**src/design/harvester_gating_pkg.sv**
```systemverilog
// constants, register map and types shared by the power-path gating block
package harvester_gating_pkg;

  // ************************************************************
  // register bus
  // ************************************************************
  localparam int ADDR_W = 8;
  localparam int DATA_W = 32;
  localparam logic [ADDR_W-1:0] HOLDOFF_OFFSET = 8'h00;
  localparam logic [ADDR_W-1:0] WINDOW_OFFSET = 8'h04;
  localparam logic [ADDR_W-1:0] OFF_PERIOD_OFFSET = 8'h08;
  localparam logic [ADDR_W-1:0] STATUS_OFFSET = 8'h0C;
  localparam logic [1:0] RESP_OKAY = 2'h0;
  localparam logic [1:0] RESP_DECERR = 2'h3;

  // ************************************************************
  // timer durations after reset, in aclk cycles
  // ************************************************************
  localparam logic [DATA_W-1:0] HOLDOFF_RESET = 32'h0000_03E8;
  localparam logic [DATA_W-1:0] WINDOW_RESET = 32'h0000_07D0;
  localparam logic [DATA_W-1:0] OFF_PERIOD_RESET = 32'h0000_0FA0;

  // ************************************************************
  // status word layout
  // ************************************************************
  localparam int STAT_SWITCH_LSB = 0;
  localparam int STAT_FLAG_LSB = 6;
  localparam int STAT_SUPPLY_BIT = 9;
  localparam int STAT_MODE_LSB = 10;

  // ************************************************************
  // strap codes and gating modes
  // ************************************************************
  localparam logic [1:0] STRAP_OPEN = 2'h0;
  localparam logic [1:0] STRAP_GROUND = 2'h1;
  localparam logic [1:0] STRAP_CAP = 2'h2;

  typedef enum logic [1:0] {
    MODE_ENERGY = 2'b00,
    MODE_EVENT1 = 2'b01,
    MODE_EVENT2 = 2'b10,
    MODE_TIMER = 2'b11
  } mode_e;

endpackage

```
**src/design/harvester_power_path_gating.sv**
```systemverilog
// power-path and power-gating switch control with AXI4-Lite registers
//
// Function
// battery-only, battery detected: both battery-to-output switches on.
// battery undetected: both battery-to-output switches off.
// solar plus battery, store below upper: battery switches and solar charge on.
// store at upper limit: battery switches off, store switches on.
// store at reconnect level: solar charge back on, store switches stay on.
// store at lower limit: store switches off, battery switches back on.
// store switches return when store next reaches upper limit.
// surplus store present: surplus charge on at store upper limit.
// surplus charge off below second solar level, back on at second detect.
// surplus charge off at store reconnect level.
// surplus charge off when surplus store reaches its upper limit.
// from surplus store: solar charge on at reconnect, store switches off at lower.
// gating mode latched from two straps when internal supply is first detected.
// energy mode solar: store switches on from upper to lower limit.
// energy mode battery: battery switches on from detect to undetect.
// event mode 1: output one as energy mode, output two follows request.
// event modes: hold-off runs from power-up, flags, masks request.
// event mode 2: request starts window timer, output two on while it runs.
// event mode 2: timers reset on lower limit or battery undetect.
// timer mode: both outputs governed only by timer flags.
// timer mode: hold-off and window start at power-up and each off-period end.
// timer mode: output one on in window; output two after hold-off.
// timer mode: resets on lower limit, supply loss, battery undetect.
// durations are cycle counts; thresholds arrive as synchronised detect bits.
// mode held until supply lost; all switches off without supply.
//
// Local design decisions: the register offsets and the AXI4-Lite interface to the registers.
module harvester_power_path_gating #(
  parameter int TIMER_W = 32
) (
  input wire logic aclk,
  input wire logic aresetn,
  input wire logic internal_supply_det,
  input wire logic solar_det,
  input wire logic solar_second_det,
  input wire logic battery_det,
  input wire logic store_upper_det,
  input wire logic store_reconnect_low,
  input wire logic store_lower_low,
  input wire logic surplus_present,
  input wire logic surplus_upper_det,
  input wire logic request,
  input wire logic window_time_strap,
  input wire logic [1:0] off_period_time_strap,
  output logic out1_store_switch,
  output logic out2_store_switch,
  output logic out1_battery_switch,
  output logic out2_battery_switch,
  output logic solar_charge_switch,
  output logic surplus_charge_switch,
  output logic holdoff_flag,
  output logic window_flag,
  output logic off_period_flag,
  input wire logic awvalid,
  output logic awready,
  input wire logic [7:0] awaddr,
  input wire logic wvalid,
  output logic wready,
  input wire logic [31:0] wdata,
  input wire logic [3:0] wstrb,
  output logic bvalid,
  input wire logic bready,
  output logic [1:0] bresp,
  input wire logic arvalid,
  output logic arready,
  input wire logic [7:0] araddr,
  output logic rvalid,
  input wire logic rready,
  output logic [31:0] rdata,
  output logic [1:0] rresp
);

  // ************************************************************
  // state
  // ************************************************************
  typedef struct packed {
    harvester_gating_pkg::mode_e mode;
    logic supply_prev;
    logic avail_prev;
    logic on_batt_prev;
    logic store_on;
    logic charge_stop;
    logic surplus_arm;
    logic [5:0] sw;
    logic aw_held;
    logic [7:0] awaddr;
    logic w_held;
    logic [31:0] wdata;
    logic [3:0] wstrb;
    logic awready;
    logic wready;
    logic bvalid;
    logic [1:0] bresp;
    logic arready;
    logic rvalid;
    logic [31:0] rdata;
    logic [1:0] rresp;
    logic [2:0][TIMER_W-1:0] dur;
  } ctrl_s;

  ctrl_s s_reg;
  ctrl_s s_next;

  if (TIMER_W < 2 || TIMER_W > 32) begin : g_check
    $error("TIMER_W must be 2 to 32");
  end

  // ************************************************************
  // pin synchronisers
  // ************************************************************
  logic [12:0] pins;
  logic [12:0] lv;
  logic sup;
  logic sol;
  logic sol2;
  logic bat;
  logic up;
  logic rec;
  logic low;
  logic spres;
  logic sfull;
  logic req;
  logic [2:0] straps;

  assign pins = {internal_supply_det, solar_det, solar_second_det, battery_det, store_upper_det,
                 store_reconnect_low, store_lower_low, surplus_present, surplus_upper_det, request,
                 window_time_strap, off_period_time_strap};

  level_sync #(.WIDTH(13)) u_sync (
    .aclk(aclk),
    .aresetn(aresetn),
    .pin_in(pins),
    .level_out(lv)
  );

  assign {sup, sol, sol2, bat, up, rec, low, spres, sfull, req} = lv[12:3];
  assign straps = lv[2:0];

  // ************************************************************
  // helpers
  // ************************************************************
  function automatic harvester_gating_pkg::mode_e strap_mode(input logic [2:0] st);
    if (!st[2] && st[1:0] == harvester_gating_pkg::STRAP_GROUND) begin
      strap_mode = harvester_gating_pkg::MODE_EVENT1;
    end else if (st[2] && st[1:0] == harvester_gating_pkg::STRAP_CAP) begin
      strap_mode = harvester_gating_pkg::MODE_TIMER;
    end else if (st[2]) begin
      strap_mode = harvester_gating_pkg::MODE_EVENT2;
    end else begin
      strap_mode = harvester_gating_pkg::MODE_ENERGY;
    end
  endfunction

  // returns {hit, index}
  function automatic logic [2:0] reg_index(input logic [7:0] a);
    unique case (a)
      harvester_gating_pkg::HOLDOFF_OFFSET: reg_index = 3'b100;
      harvester_gating_pkg::WINDOW_OFFSET: reg_index = 3'b101;
      harvester_gating_pkg::OFF_PERIOD_OFFSET: reg_index = 3'b110;
      harvester_gating_pkg::STATUS_OFFSET: reg_index = 3'b111;
      default: reg_index = 3'b000;
    endcase
  endfunction

  // ************************************************************
  // timers
  // ************************************************************
  logic [2:0] t_start;
  logic [2:0] t_clear;
  logic [2:0] t_run;
  logic [2:0] t_done;

  for (genvar i = 0; i < 3; i++) begin : g_timer
    gate_timer #(.W(TIMER_W)) u_timer (
      .aclk(aclk),
      .aresetn(aresetn),
      .start(t_start[i]),
      .clear(t_clear[i]),
      .duration(s_reg.dur[i]),
      .running(t_run[i]),
      .done(t_done[i])
    );
  end

  // ************************************************************
  // power path
  // ************************************************************
  logic store_on_n;
  logic avail;
  logic trig;
  logic lose;
  logic g1;
  logic g2;
  logic [2:0] wsel;
  logic [2:0] rsel;
  logic [31:0] status;

  // lower limit wins over upper so a collapsing store always opens
  assign store_on_n = sup && !low && (up || s_reg.store_on);
  assign avail = store_on_n || bat;
  assign trig = avail && !s_reg.avail_prev;
  assign lose = !avail && s_reg.avail_prev;

  always_comb begin
    t_start = 3'b000;
    t_clear = 3'b000;
    // hold-off and window drop with the source or supply; off-period only on supply loss or battery loss
    t_clear[0] = !sup || lose;
    t_clear[1] = !sup || lose;
    t_clear[2] = !sup || (lose && s_reg.on_batt_prev);
    g1 = 1'b1;
    g2 = 1'b1;
    unique case (s_reg.mode)
      harvester_gating_pkg::MODE_ENERGY: begin
        g1 = 1'b1;
      end
      harvester_gating_pkg::MODE_EVENT1: begin
        t_start[0] = trig;
        g2 = req && !t_run[0];
      end
      harvester_gating_pkg::MODE_EVENT2: begin
        t_start[0] = trig;
        t_start[1] = req && !t_run[0] && !t_run[1] && avail;
        g2 = t_run[1];
      end
      harvester_gating_pkg::MODE_TIMER: begin
        t_start[0] = trig || t_done[2];
        t_start[1] = trig || t_done[2];
        t_start[2] = t_done[1];
        g1 = t_run[1];
        g2 = t_run[1] && !t_run[0];
      end
    endcase
  end

  assign wsel = reg_index(s_reg.awaddr);
  assign rsel = reg_index(araddr);

  always_comb begin
    status = '0;
    status[harvester_gating_pkg::STAT_SWITCH_LSB +: 6] = s_reg.sw;
    status[harvester_gating_pkg::STAT_FLAG_LSB +: 3] = t_run;
    status[harvester_gating_pkg::STAT_SUPPLY_BIT] = sup;
    status[harvester_gating_pkg::STAT_MODE_LSB +: 2] = s_reg.mode;
  end

  always_comb begin
    s_next = s_reg;
    s_next.supply_prev = sup;
    s_next.avail_prev = avail;
    s_next.on_batt_prev = bat && !store_on_n;
    s_next.store_on = store_on_n;
    if (sup && !s_reg.supply_prev) begin
      s_next.mode = strap_mode(straps);
    end
    if (up) begin
      s_next.charge_stop = 1'b1;
    end else if (rec) begin
      s_next.charge_stop = 1'b0;
    end
    if (up && spres) begin
      s_next.surplus_arm = 1'b1;
    end else if (rec || !spres) begin
      s_next.surplus_arm = 1'b0;
    end
    // switch order {surplus, solar, out2 bat, out1 bat, out2 store, out1 store}
    s_next.sw[0] = store_on_n && g1;
    s_next.sw[1] = store_on_n && g2;
    s_next.sw[2] = bat && !store_on_n && g1;
    s_next.sw[3] = bat && !store_on_n && g2;
    s_next.sw[4] = sol && !(up || (s_reg.charge_stop && !rec));
    s_next.sw[5] = s_next.surplus_arm && spres && sol2 && !sfull;
    if (!sup) begin
      s_next.sw = '0;
      s_next.charge_stop = 1'b0;
      s_next.surplus_arm = 1'b0;
    end

    // register bus
    if (awvalid && s_reg.awready) begin
      s_next.aw_held = 1'b1;
      s_next.awaddr = awaddr;
    end
    if (wvalid && s_reg.wready) begin
      s_next.w_held = 1'b1;
      s_next.wdata = wdata;
      s_next.wstrb = wstrb;
    end
    if (s_reg.bvalid && bready) begin
      s_next.bvalid = 1'b0;
    end
    if (s_reg.aw_held && s_reg.w_held && !s_reg.bvalid) begin
      s_next.aw_held = 1'b0;
      s_next.w_held = 1'b0;
      s_next.bvalid = 1'b1;
      s_next.bresp = wsel[2] ? harvester_gating_pkg::RESP_OKAY : harvester_gating_pkg::RESP_DECERR;
      // status is read-only; writes there are accepted and dropped
      if (wsel[2] && wsel[1:0] != 2'b11) begin
        for (int b = 0; b < 4; b++) begin
          if (s_reg.wstrb[b] && 8 * b < TIMER_W) begin
            s_next.dur[wsel[1:0]][8 * b +: 8] = s_reg.wdata[8 * b +: 8];
          end
        end
      end
    end
    s_next.awready = !s_next.aw_held;
    s_next.wready = !s_next.w_held;
    if (s_reg.rvalid && rready) begin
      s_next.rvalid = 1'b0;
      s_next.arready = 1'b1;
    end
    if (arvalid && s_reg.arready) begin
      s_next.arready = 1'b0;
      s_next.rvalid = 1'b1;
      s_next.rresp = rsel[2] ? harvester_gating_pkg::RESP_OKAY : harvester_gating_pkg::RESP_DECERR;
      if (!rsel[2]) begin
        s_next.rdata = '0;
      end else if (rsel[1:0] == 2'b11) begin
        s_next.rdata = status;
      end else begin
        s_next.rdata = 32'(s_reg.dur[rsel[1:0]]);
      end
    end
  end

  always_ff @(posedge aclk) begin
    if (!aresetn) begin
      s_reg <= '0;
      s_reg.mode <= harvester_gating_pkg::MODE_ENERGY;
      s_reg.awready <= 1'b1;
      s_reg.wready <= 1'b1;
      s_reg.arready <= 1'b1;
      s_reg.dur[0] <= TIMER_W'(harvester_gating_pkg::HOLDOFF_RESET);
      s_reg.dur[1] <= TIMER_W'(harvester_gating_pkg::WINDOW_RESET);
      s_reg.dur[2] <= TIMER_W'(harvester_gating_pkg::OFF_PERIOD_RESET);
    end else begin
      s_reg <= s_next;
    end
  end

  assign out1_store_switch = s_reg.sw[0];
  assign out2_store_switch = s_reg.sw[1];
  assign out1_battery_switch = s_reg.sw[2];
  assign out2_battery_switch = s_reg.sw[3];
  assign solar_charge_switch = s_reg.sw[4];
  assign surplus_charge_switch = s_reg.sw[5];
  assign holdoff_flag = t_run[0];
  assign window_flag = t_run[1];
  assign off_period_flag = t_run[2];
  assign awready = s_reg.awready;
  assign wready = s_reg.wready;
  assign bvalid = s_reg.bvalid;
  assign bresp = s_reg.bresp;
  assign arready = s_reg.arready;
  assign rvalid = s_reg.rvalid;
  assign rdata = s_reg.rdata;
  assign rresp = s_reg.rresp;
endmodule // harvester_power_path_gating

```
**src/design/level_sync.sv**
```systemverilog
// three-stage synchroniser with agreement filter for pin levels
module level_sync #(
  parameter int WIDTH = 1
) (
  input wire logic aclk,
  input wire logic aresetn,
  input wire logic [WIDTH-1:0] pin_in,
  output logic [WIDTH-1:0] level_out
);

  typedef struct packed {
    logic [WIDTH-1:0] ff1;
    logic [WIDTH-1:0] ff2;
    logic [WIDTH-1:0] ff3;
    logic [WIDTH-1:0] level;
  } sync_s;

  sync_s s_reg;
  sync_s s_next;
  logic [WIDTH-1:0] agree;

  if (WIDTH < 1) begin : g_check
    $error("level_sync needs at least one bit");
  end

  // a change counts only once stages two and three agree
  assign agree = ~(s_reg.ff2 ^ s_reg.ff3);

  always_comb begin
    s_next = s_reg;
    s_next.ff1 = pin_in;
    s_next.ff2 = s_reg.ff1;
    s_next.ff3 = s_reg.ff2;
    s_next.level = (s_reg.level & ~agree) | (s_reg.ff3 & agree);
  end

  always_ff @(posedge aclk) begin
    if (!aresetn) begin
      s_reg <= '0;
    end else begin
      s_reg <= s_next;
    end
  end

  assign level_out = s_reg.level;

endmodule // level_sync

```
**src/design/gate_timer.sv**
```systemverilog
// one-shot duration timer with run flag and completion pulse
module gate_timer #(
  parameter int W = 32
) (
  input wire logic aclk,
  input wire logic aresetn,
  input wire logic start,
  input wire logic clear,
  input wire logic [W-1:0] duration,
  output logic running,
  output logic done
);

  typedef struct packed {
    logic running;
    logic done;
    logic [W-1:0] count;
  } timer_s;

  timer_s s_reg;
  timer_s s_next;
  logic [W-1:0] last;

  if (W < 2 || W > 32) begin : g_check
    $error("gate_timer width must be 2 to 32");
  end

  // zero duration behaves as one cycle
  assign last = (duration == '0) ? '0 : duration - W'(1);

  always_comb begin
    s_next = s_reg;
    s_next.done = 1'b0;
    if (clear) begin
      s_next.running = 1'b0;
      s_next.count = '0;
    end else if (s_reg.running) begin
      if (s_reg.count >= last) begin
        s_next.running = 1'b0;
        s_next.done = 1'b1;
        s_next.count = '0;
      end else begin
        s_next.count = s_reg.count + W'(1);
      end
    end else if (start) begin
      s_next.running = 1'b1;
      s_next.count = '0;
    end
  end

  always_ff @(posedge aclk) begin
    if (!aresetn) begin
      s_reg <= '0;
    end else begin
      s_reg <= s_next;
    end
  end

  assign running = s_reg.running;
  assign done = s_reg.done;
endmodule // gate_timer

```
**config.mk**
```make
export PLATFORM = sky130hd
export DESIGN_NAME = harvester_power_path_gating
export DESIGN_NICKNAME = d
export VERILOG_FILES = /design/src/design/harvester_gating_pkg.sv /design/src/design/harvester_power_path_gating.sv /design/src/design/level_sync.sv /design/src/design/gate_timer.sv
export SDC_FILE = /design/constraint.sdc
export NUM_CORES = 1
export LEC_CHECK = 0
export BUFFER_PORTS_ARGS = -buffer_cell sky130_fd_sc_hd__buf_2
export CAP_MARGIN = 30
export CORE_UTILIZATION = 50
export DETAILED_ROUTE_END_ITERATION = 12
export PLACE_DENSITY = 0.68
export SYNTH_ARGS = -nofsm -noshare
export SYNTH_HDL_FRONTEND = slang
export SYNTH_HIERARCHICAL = 1
export SYNTH_SLANG_ARGS = --single-unit
```
**constraint.sdc**
```tcl
create_clock -name aclk -period 6.6 [get_ports aclk]
set_input_delay 0.33 -clock aclk [delete_from_list [all_inputs] [get_ports aclk]]
set_output_delay 0.33 -clock aclk [all_outputs]
set_load 0.01 [all_outputs]
```
# Yosys cells after proc, flatten, opt, wreduce, memory -nomap -nowiden
# Cells that the tools add are included.
# Widths: inputs -> output; s select.
[op_classes]
add_sub_neg = 6
magnitude_cmp = 6
n_eq_ne = 13
muxes = 71
bitwise = 9
reduce_logical = 73
[ops]
columns = ["op", "n"]
rows = [
  ["$mux 96", 10],
  ["$mux 32", 16],
  ["$bwmux 96", 4],
  ["$demux 32 s2", 4],
  ["$add 32x1->32 const B", 3],
  ["$ge 32x32->1", 3],
  ["$logic_not 32->1", 3],
  ["$sub 32x1->32 const B", 3],
  ["$bmux 32 s2", 1],
  ["$mux 37", 1],
  ["$mux 36", 1],
  ["$eq 8x4->1 const B", 4],
  ["$logic_and 1x1->1", 32],
  ["$and 13x13->13", 2],
  ["$not 13->13", 2],
  ["$mux 24", 1],
  ["$pmux 3 s4", 2],
  ["$mux 2", 9],
  ["$eq 8x3->1 const B", 2],
  ["$logic_not 1->1", 16],
  ["$logic_not 8->1", 2],
  ["$mux 16", 1],
  ["$mux 1", 15],
  ["$or 13x13->13", 1],
  ["17 further kinds", 40],
]
[totals]
ff_bits = 350
input_bits = 72
out_inout_bits = 50

# Longest topological paths before layout
# Gate-level depths: netlist of the first run.
[logic_depth]
depth_word = 20
depth_mapped = 17

# Cells and area by module
# The synthesis of the first run kept the hierarchy.
[by_module_without_submodules]
columns = ["mod", "n_inst", "cells_each", "area_each_um2", "seq_area_each_um2"]
rows = [
  ["harvester_power_path_gating", 1, 915, 8096.5, 3903.7],
  ["gate_timer (g_timer[1].u_timer ...)", 2, 421, 3241.9, 680.7],
  ["gate_timer (g_timer[0].u_timer)", 1, 418, 3253.1, 680.7],
  ["level_sync", 1, 148, 1621.6, 1041.0],
]

# Worst setup path before layout of the first run
# OpenSTA, ideal clock, no wires.
[synth_path]
path_type = "register to register"
from = "reg s_reg[5] (netlist name)"
to = "reg g_timer[0].u_timer/s_reg[21] (netlist bit)"
t_arrival_ns = 4.004
slack_ns = 2.500
path_stages_with_launch = 16
n_path_buf = 2
synth_period_minus_slack_ns = 4.100
cell_sequence = "dfxtp_1 > or4_4 > nor4_4 > and4b_1 > buf_4 > nand3_2 > nor3_2 > mux2_1 > ha_1 > a21o_1 > a21o_1 > a221o_1 > nor3_4 > nand2_2 > buf_2 > o41ai_2"
[synth_rtl]
columns = ["element", "line", "text"]
rows = [
  ["end signal: assignment", "gate_timer.sv:55", "s_reg <= s_next;"],
  ["end: declaration", "gate_timer.sv:20", "timer_s s_reg;"],
]

==> metrics.txt, run 1 <==
outcome complete, no violations; max reg flops 150; Overall Global Routing Usage 0.2773; pwr dens 211.1 nW/µm²; global-route wire length before repair 86570 µm; detailed placer's ending HPWL 40330 µm; CTS sink count 348; 1st-iter DRT viols 1235; CTS H-tree lvls 2; setup TNS 0 ns; clk_skew 0.01588 ns; synth warn 6; Max Cap Viol 0; CP startpoint kind register; DIE AREA 39650 µm²; worst-skew pair later-pin latency 0.57 ns; TritonCTS clock tree built; standard-cell rows 71; post-placement cell area 20050 µm²; fin cells 2935; reg2reg start s_reg[32]$_SDFFE_PN0P_; Net Count, Synth 2502; Layout Area Growth over Synthesis 12.17%; final wirelength 55340 µm; Logic pwr share 0.042; WP data required 7.05 ns; clk slew on worst S/H paths 0.06 ns; Syn Inst Count 2321; DRC viols 0; GRT Residual Overflow 0; Filler cells 3420; Setup crit end kind register; Data arrival, critical path 5.73 ns; Port Buffers 121; min Tclk post-route 5.275 ns; layout cell share with drive strength beyond 1 0.1131; Core Box Area 37930 µm²; Post-CTS Hold Fix Bufs 41; fin crit share 0.7993; Initial Util 0.5122; Die Ht 199.1 µm; Post-CTS Setup Bufs 0; average instance area after synthesis 8.371 µm²; CTS Buf Count 39; initial antenna violation count 3; largest net degree at the start of global routing 90; Max Clk Rate 189.6 MHz; DR WL/cell 18.86 µm; Nets 2574; DP Cell Count 2821; worst-margin pin slew 0.9978 ns; Resized cells post-CTS 0; worst setup path startpoint s_reg[32]$_SDFFE_PN0P_; RePlAce Congestion 0.8997; Clock power frac 0.486; Root Buffer clkbuf_16; capture point of the worst reg-to-reg path g_timer[1].u_timer/s_reg[25]$_SDFFE_PP0P_; Min-Delay Path Class in2reg; Top-Level Pins 122; Setup CP Type reg2reg; Peak VDD IR 0.1936 mV; sw power 0.001084 W; Reg2Reg Setup Slack 1.32 ns; reg2reg path depth 15; Via density 5.864; count of final hold-check violations 0; Synth Cell Area 19430 µm²; final hold slack 0.01496 ns; RSZ-0062 raised after global routing false; Design Area, Final 21790 µm²; Finish-stage setup viols 0; Sequential Power Share 0.472; clk buf depth 3; detailed-router iteration count before antenna repair 7; crit path capture g_timer[1].u_timer/s_reg[25]$_SDFFE_PP0P_; Pleak 8.846 nW; ANT nets after route 0; Die Wd 199.1 µm; Pint 0.003518 W; Slew Limit Fails 0; routed vias 17.21k; Worst Path Max Fanout 23; vias in the first global route 15.77k; switching share of power 0.2355; relative slew slack 0.3298
## worst min-delay path by stage
stage | from | slack [ns] | to | depth (start not counted)
finish | wdata[10] | 0.01 | s_reg[151]$_SDFFE_PN0P_ | 3
global route | wdata[10] | 0.01 | s_reg[151]$_SDFFE_PN0P_ | 3
CTS | wdata[28] | 0.001 | s_reg[169]$_SDFFE_PN0P_ | 3
detailed placement | register | 0.41 | surplus_charge_switch$_SDFF_PN0_ | 1
global placement | register | 0.41 | surplus_charge_switch$_SDFF_PN0_ | 1
floorplan | u_sync/s_next[26]$_SDFF_PN0_ | 0.41 | u_sync/s_next[13]$_SDFF_PN0_ | 1
## per-layer routing
metal	global-route usage	vias to the layer above	wire length [µm]
li1	-	8362	-
met1	0.3653	8175	24170
met2	0.4540	547	25740
met3	0.03916	122	3439
met4	0.1140	4	1964
met5	0	-	24
## critical path: stages, from the launching register on
cell,delay (ns)
dfxtp_1,0.36
inv_1,0.12
ha_1,0.22
or4b_2,0.68
nor3_1,0.22
nand3_2,0.16
or2_2,0.34
nor4_1,0.29
mux2i_1,0.14
ha_1,0.29
nand4_1,0.14
nor4_1,0.56
o211a_1,0.72
nor2_1,0.29
buf_4,0.28
a221o_1,0.33
## final cells by class
| class | instances | area (µm²) | area share |
|---|---|---|---|
| clock inverters | 15 | 172.7 | 0.007922 |
| multi-input cells | 1758 | 11430 | 0.5245 |
| flip-flops and latches | 348 | 6967 | 0.3197 |
| clock buffers | 56 | 1150 | 0.05276 |
| well taps | 511 | 639.4 | 0.02934 |
| repair buffers | 180 | 1181 | 0.05419 |
| inverters | 66 | 250.2 | 0.01148 |
| diodes | 1 | 2.502 | 0.0001148 |
## stage by stage
stage	worst slack, ns	util	power [W]
floorplan	2.500	-	0.002314
global placement	1.574	0.5274	0.002379
detailed placement	1.448	0.5287	0.002387
CTS	1.393	0.5744	0.004631
global route	0.9907	0.5746	0.004745
finish	1.325	0.5746	0.004601
## placed cells by master, fill, tap and decap left out, drive strengths merged, types with 74 or more instances in the layout
master / instances
nand2: 406
dfxtp: 348
nor2: 178
buf: 139
mux2i: 121
ha: 109
a21oi: 100
o21ai: 83
nor3: 77
nand3: 74
## power by group through the flow
stage,combinational (W),clock (W),sequential (W)
6_report,0.000194,0.00224,0.00217
5_1_grt,0.000211,0.00236,0.00217
4_1_cts,0.000191,0.00227,0.00217
3_5_place_dp,0.000172,0,0.00221
3_3_place_gp,0.000165,0,0.00221
2_1_floorplan,0.000116,0,0.00220
(Power assumes the default switching activity.)
==> run 2: changes to the inputs <==
--- a/config.mk
+++ b/config.mk
@@ -5,11 +5,12 @@
 export SDC_FILE = /design/constraint.sdc
 export NUM_CORES = 1
 export LEC_CHECK = 0
+export ABC_AREA = 1
 export BUFFER_PORTS_ARGS = -buffer_cell sky130_fd_sc_hd__buf_2
 export CAP_MARGIN = 30
 export CORE_UTILIZATION = 50
 export DETAILED_ROUTE_END_ITERATION = 12
-export PLACE_DENSITY = 0.68
+export PLACE_DENSITY = 0.7
 export SYNTH_ARGS = -nofsm -noshare
 export SYNTH_HDL_FRONTEND = slang
 export SYNTH_HIERARCHICAL = 1
==> constraint.sdc (replaced) <==
create_clock -name aclk -period 4.8 [get_ports aclk]
set_input_delay 0.24 -clock aclk [delete_from_list [all_inputs] [get_ports aclk]]
set_output_delay 0.24 -clock aclk [all_outputs]
set_load 0.01 [all_outputs]
==> metrics.txt, run 2 <==
outcome complete, but fails checks (was complete, no violations); violated checks design-rule violations; Max Cap Viol 0 (unchanged); Critical-path top delay cell nand4_1 (was o211a_1); count of final hold-check violations 0 (unchanged); TritonCTS clock tree built (unchanged); clk buf depth 3 (unchanged); final wirelength 64980 µm (was 55340 µm); register area 6967 µm² (unchanged); GRT Residual Overflow 0 (unchanged); Max Clk Rate 263.6 MHz (was 189.6 MHz); Pleak 11.66 nW (was 8.846 nW); Net Count, Synth 3680 (was 2502); Root Buffer clkbuf_16 (unchanged); Slew Limit Fails 0 (unchanged); Syn Inst Count 3499 (was 2321); CP Buf/Inv Count 1 (was 2); largest net degree at the start of global routing 163 (was 90); area taken by multi-input logic gates 12970 µm² (was 11430 µm²); CTS Buf Count 40 (was 39); Setup crit end kind register (unchanged); global-route wire length before repair 103200 µm (was 86570 µm); final hold slack 0.03277 ns (was 0.01496 ns); Die Ht 213.6 µm (was 199.1 µm); Overall Global Routing Usage 0.2843 (was 0.2773); CTS sink count 348 (unchanged); Top delay family on crit path simple AND/OR/NAND/NOR gates (unchanged); Layout Area Growth over Synthesis 11.57% (was 12.17%); Largest stage delay, worst path 0.69 ns (was 0.72 ns); most frequent CP cell a21oi_1; WP data required 5.26 ns (was 7.05 ns); DR WL/cell 15.46 µm (was 18.86 µm); Die Wd 213.6 µm (was 199.1 µm); Via density 5.286 (was 5.864); vias in the first global route 19.76k (was 15.77k); Setup CP Type reg2reg (unchanged); clk slew on worst S/H paths 0.06 ns (about the same); commonest non-fill, non-tap cell in the layout nand2_1 (unchanged); antenna cells 0 (was 1); pwr dens 262.7 nW/µm² (was 211.1 nW/µm²); fin cells 4203 (was 2935); Final Core Density 0.5647 (was 0.5746); Initial Util 0.5062 (was 0.5122); clk_skew 0.02363 ns (was 0.01588 ns); synth warn 6 (unchanged); 1st-iter DRT viols 2100 (was 1235); Power Total 0.006559 W (was 0.004601 W); relative slew slack 0.4650 (was 0.3298); Synth Cell Area 22380 µm² (was 19430 µm²); min Tclk post-route 3.794 ns (was 5.275 ns); CP startpoint kind register (unchanged); Nets 3762 (was 2574); max reg flops 150 (unchanged); detailed-router iteration count before antenna repair 9 (was 7); ANT nets after route 0 (unchanged); setup TNS 0 ns (unchanged); DRC viols 2 (was 0); standard-cell rows 77 (was 71); layout cell share with drive strength beyond 1 0.1027 (was 0.1131); RSZ-0062 raised after global routing false (unchanged); fin crit share 0.7904 (was 0.7993); Finish-stage setup viols 0 (unchanged); RePlAce Congestion 0.9662 (was 0.8997); average instance area after synthesis 6.397 µm² (was 8.371 µm²); Core Box Area 44220 µm² (was 37930 µm²); worst-margin pin slew 0.7976 ns (was 0.9978 ns); DP Cell Count 4081 (was 2821); Peak VDD IR 0.3151 mV (was 0.1936 mV); Data arrival, critical path 4.26 ns (was 5.73 ns); most frequent cells in the layout nand2_1, nor2_1, inv_1 (was nand2_1, dfxtp_1, nor2_1); Min-Delay Path Class in2reg (unchanged); routed vias 22.22k (was 17.21k); crit-path cells nor2_1 > nand2_1 > nor4_1 > nand4_1 > a21boi_0 > o21ai_0 > ha_1 > nand2_1 > a21oi_1 > nor2_1 > a21oi_1 > nor2_2 > buf_4 > nand4_1 > a21oi_1 (was inv_1 > ha_1 > or4b_2 > nor3_1 > nand3_2 > or2_2 > nor4_1 > mux2i_1 > ha_1 > nand4_1 > nor4_1 > o211a_1 > nor2_1 > buf_4 > a221o_1); worst-skew pair later-pin latency 0.58 ns (was 0.57 ns); Top-Level Pins 122 (unchanged); detailed placer's ending HPWL 47920 µm (was 40330 µm); Worst Path Max Fanout 23 (unchanged); Filler cells 4444 (was 3420); Port Buffers 121 (unchanged); CTS H-tree lvls 2 (unchanged); initial antenna violation count 0 (was 3); DIE AREA 45620 µm² (was 39650 µm²); Resized cells post-CTS 0 (unchanged)
[run 2: metal layers]
layer / GRT usage / routed length, µm / vias up
met5: 0 / 0 / -
met4: 0.08030 / 1453 / 0
met3: 0.05097 / 5051 / 85
met2: 0.4507 / 28770 / 781
met1: 0.3939 / 29710 / 10080
li1: - / - / 11270
[run 2: worst register-to-register path: stages (launching register included)]
cell and delay [ns]:
dfxtp_1 0.38, nor2_1 0.16, nand2_1 0.11, nor4_1 0.25, nand4_1 0.69, a21boi_0 0.33, o21ai_0 0.09, ha_1 0.26
nand2_1 0.09, a21oi_1 0.04, nor2_1 0.08, a21oi_1 0.08, nor2_2 0.52, buf_4 0.33, nand4_1 0.11, a21oi_1 0.18
[run 2: path summary, 6_finish.rpt]
path,startpoint,endpoint,slack [ns],cells after the start
min reg2reg,u_sync/s_next[27]$_SDFF_PN0_,u_sync/s_next[14]$_SDFF_PN0_,0.41,2
min,aresetn,u_sync/s_next[25]$_SDFF_PN0_,0.03,3
max,s_reg[38]$_SDFFE_PN1P_,g_timer[1].u_timer/s_reg[12]$_SDFFE_PP0P_,1.01,15
max reg2reg,s_reg[38]$_SDFFE_PN1P_,g_timer[1].u_timer/s_reg[12]$_SDFFE_PP0P_,1.01,15
[run 2: repair_timing]
action                    in CTS  in global routing
hold endpoints to repair      51                  0
setup buffers                  0                  0
hold buffers                  50                  0
[run 2: metrics by stage]
stage / cell area [µm²] / worst slack (ns)
CTS: 24970 / 1.018
global route: 24970 / 0.5335
floorplan: 22380 / 2.120
finish: 24970 / 1.006
global placement: 23020 / 1.149
detailed placement: 23110 / 1.043
[run 2: final cells by class]
class	count	area share
Clock inverter	18	0.01042
Multi-Input combinational cell	2587	0.5194
Clock buffer	54	0.04424
Inverter	402	0.06048
Timing Repair Buffer	202	0.05677
Tap cell	592	0.02966
Sequential cell	348	0.2790
[run 2: power by group]
part	internal [W]	leakage [nW]	switching (W)
combinational	0.000121	8.17	0.000225
sequential	0.00294	2.82	0.0000354
clock	0.00195	0.665	0.00129
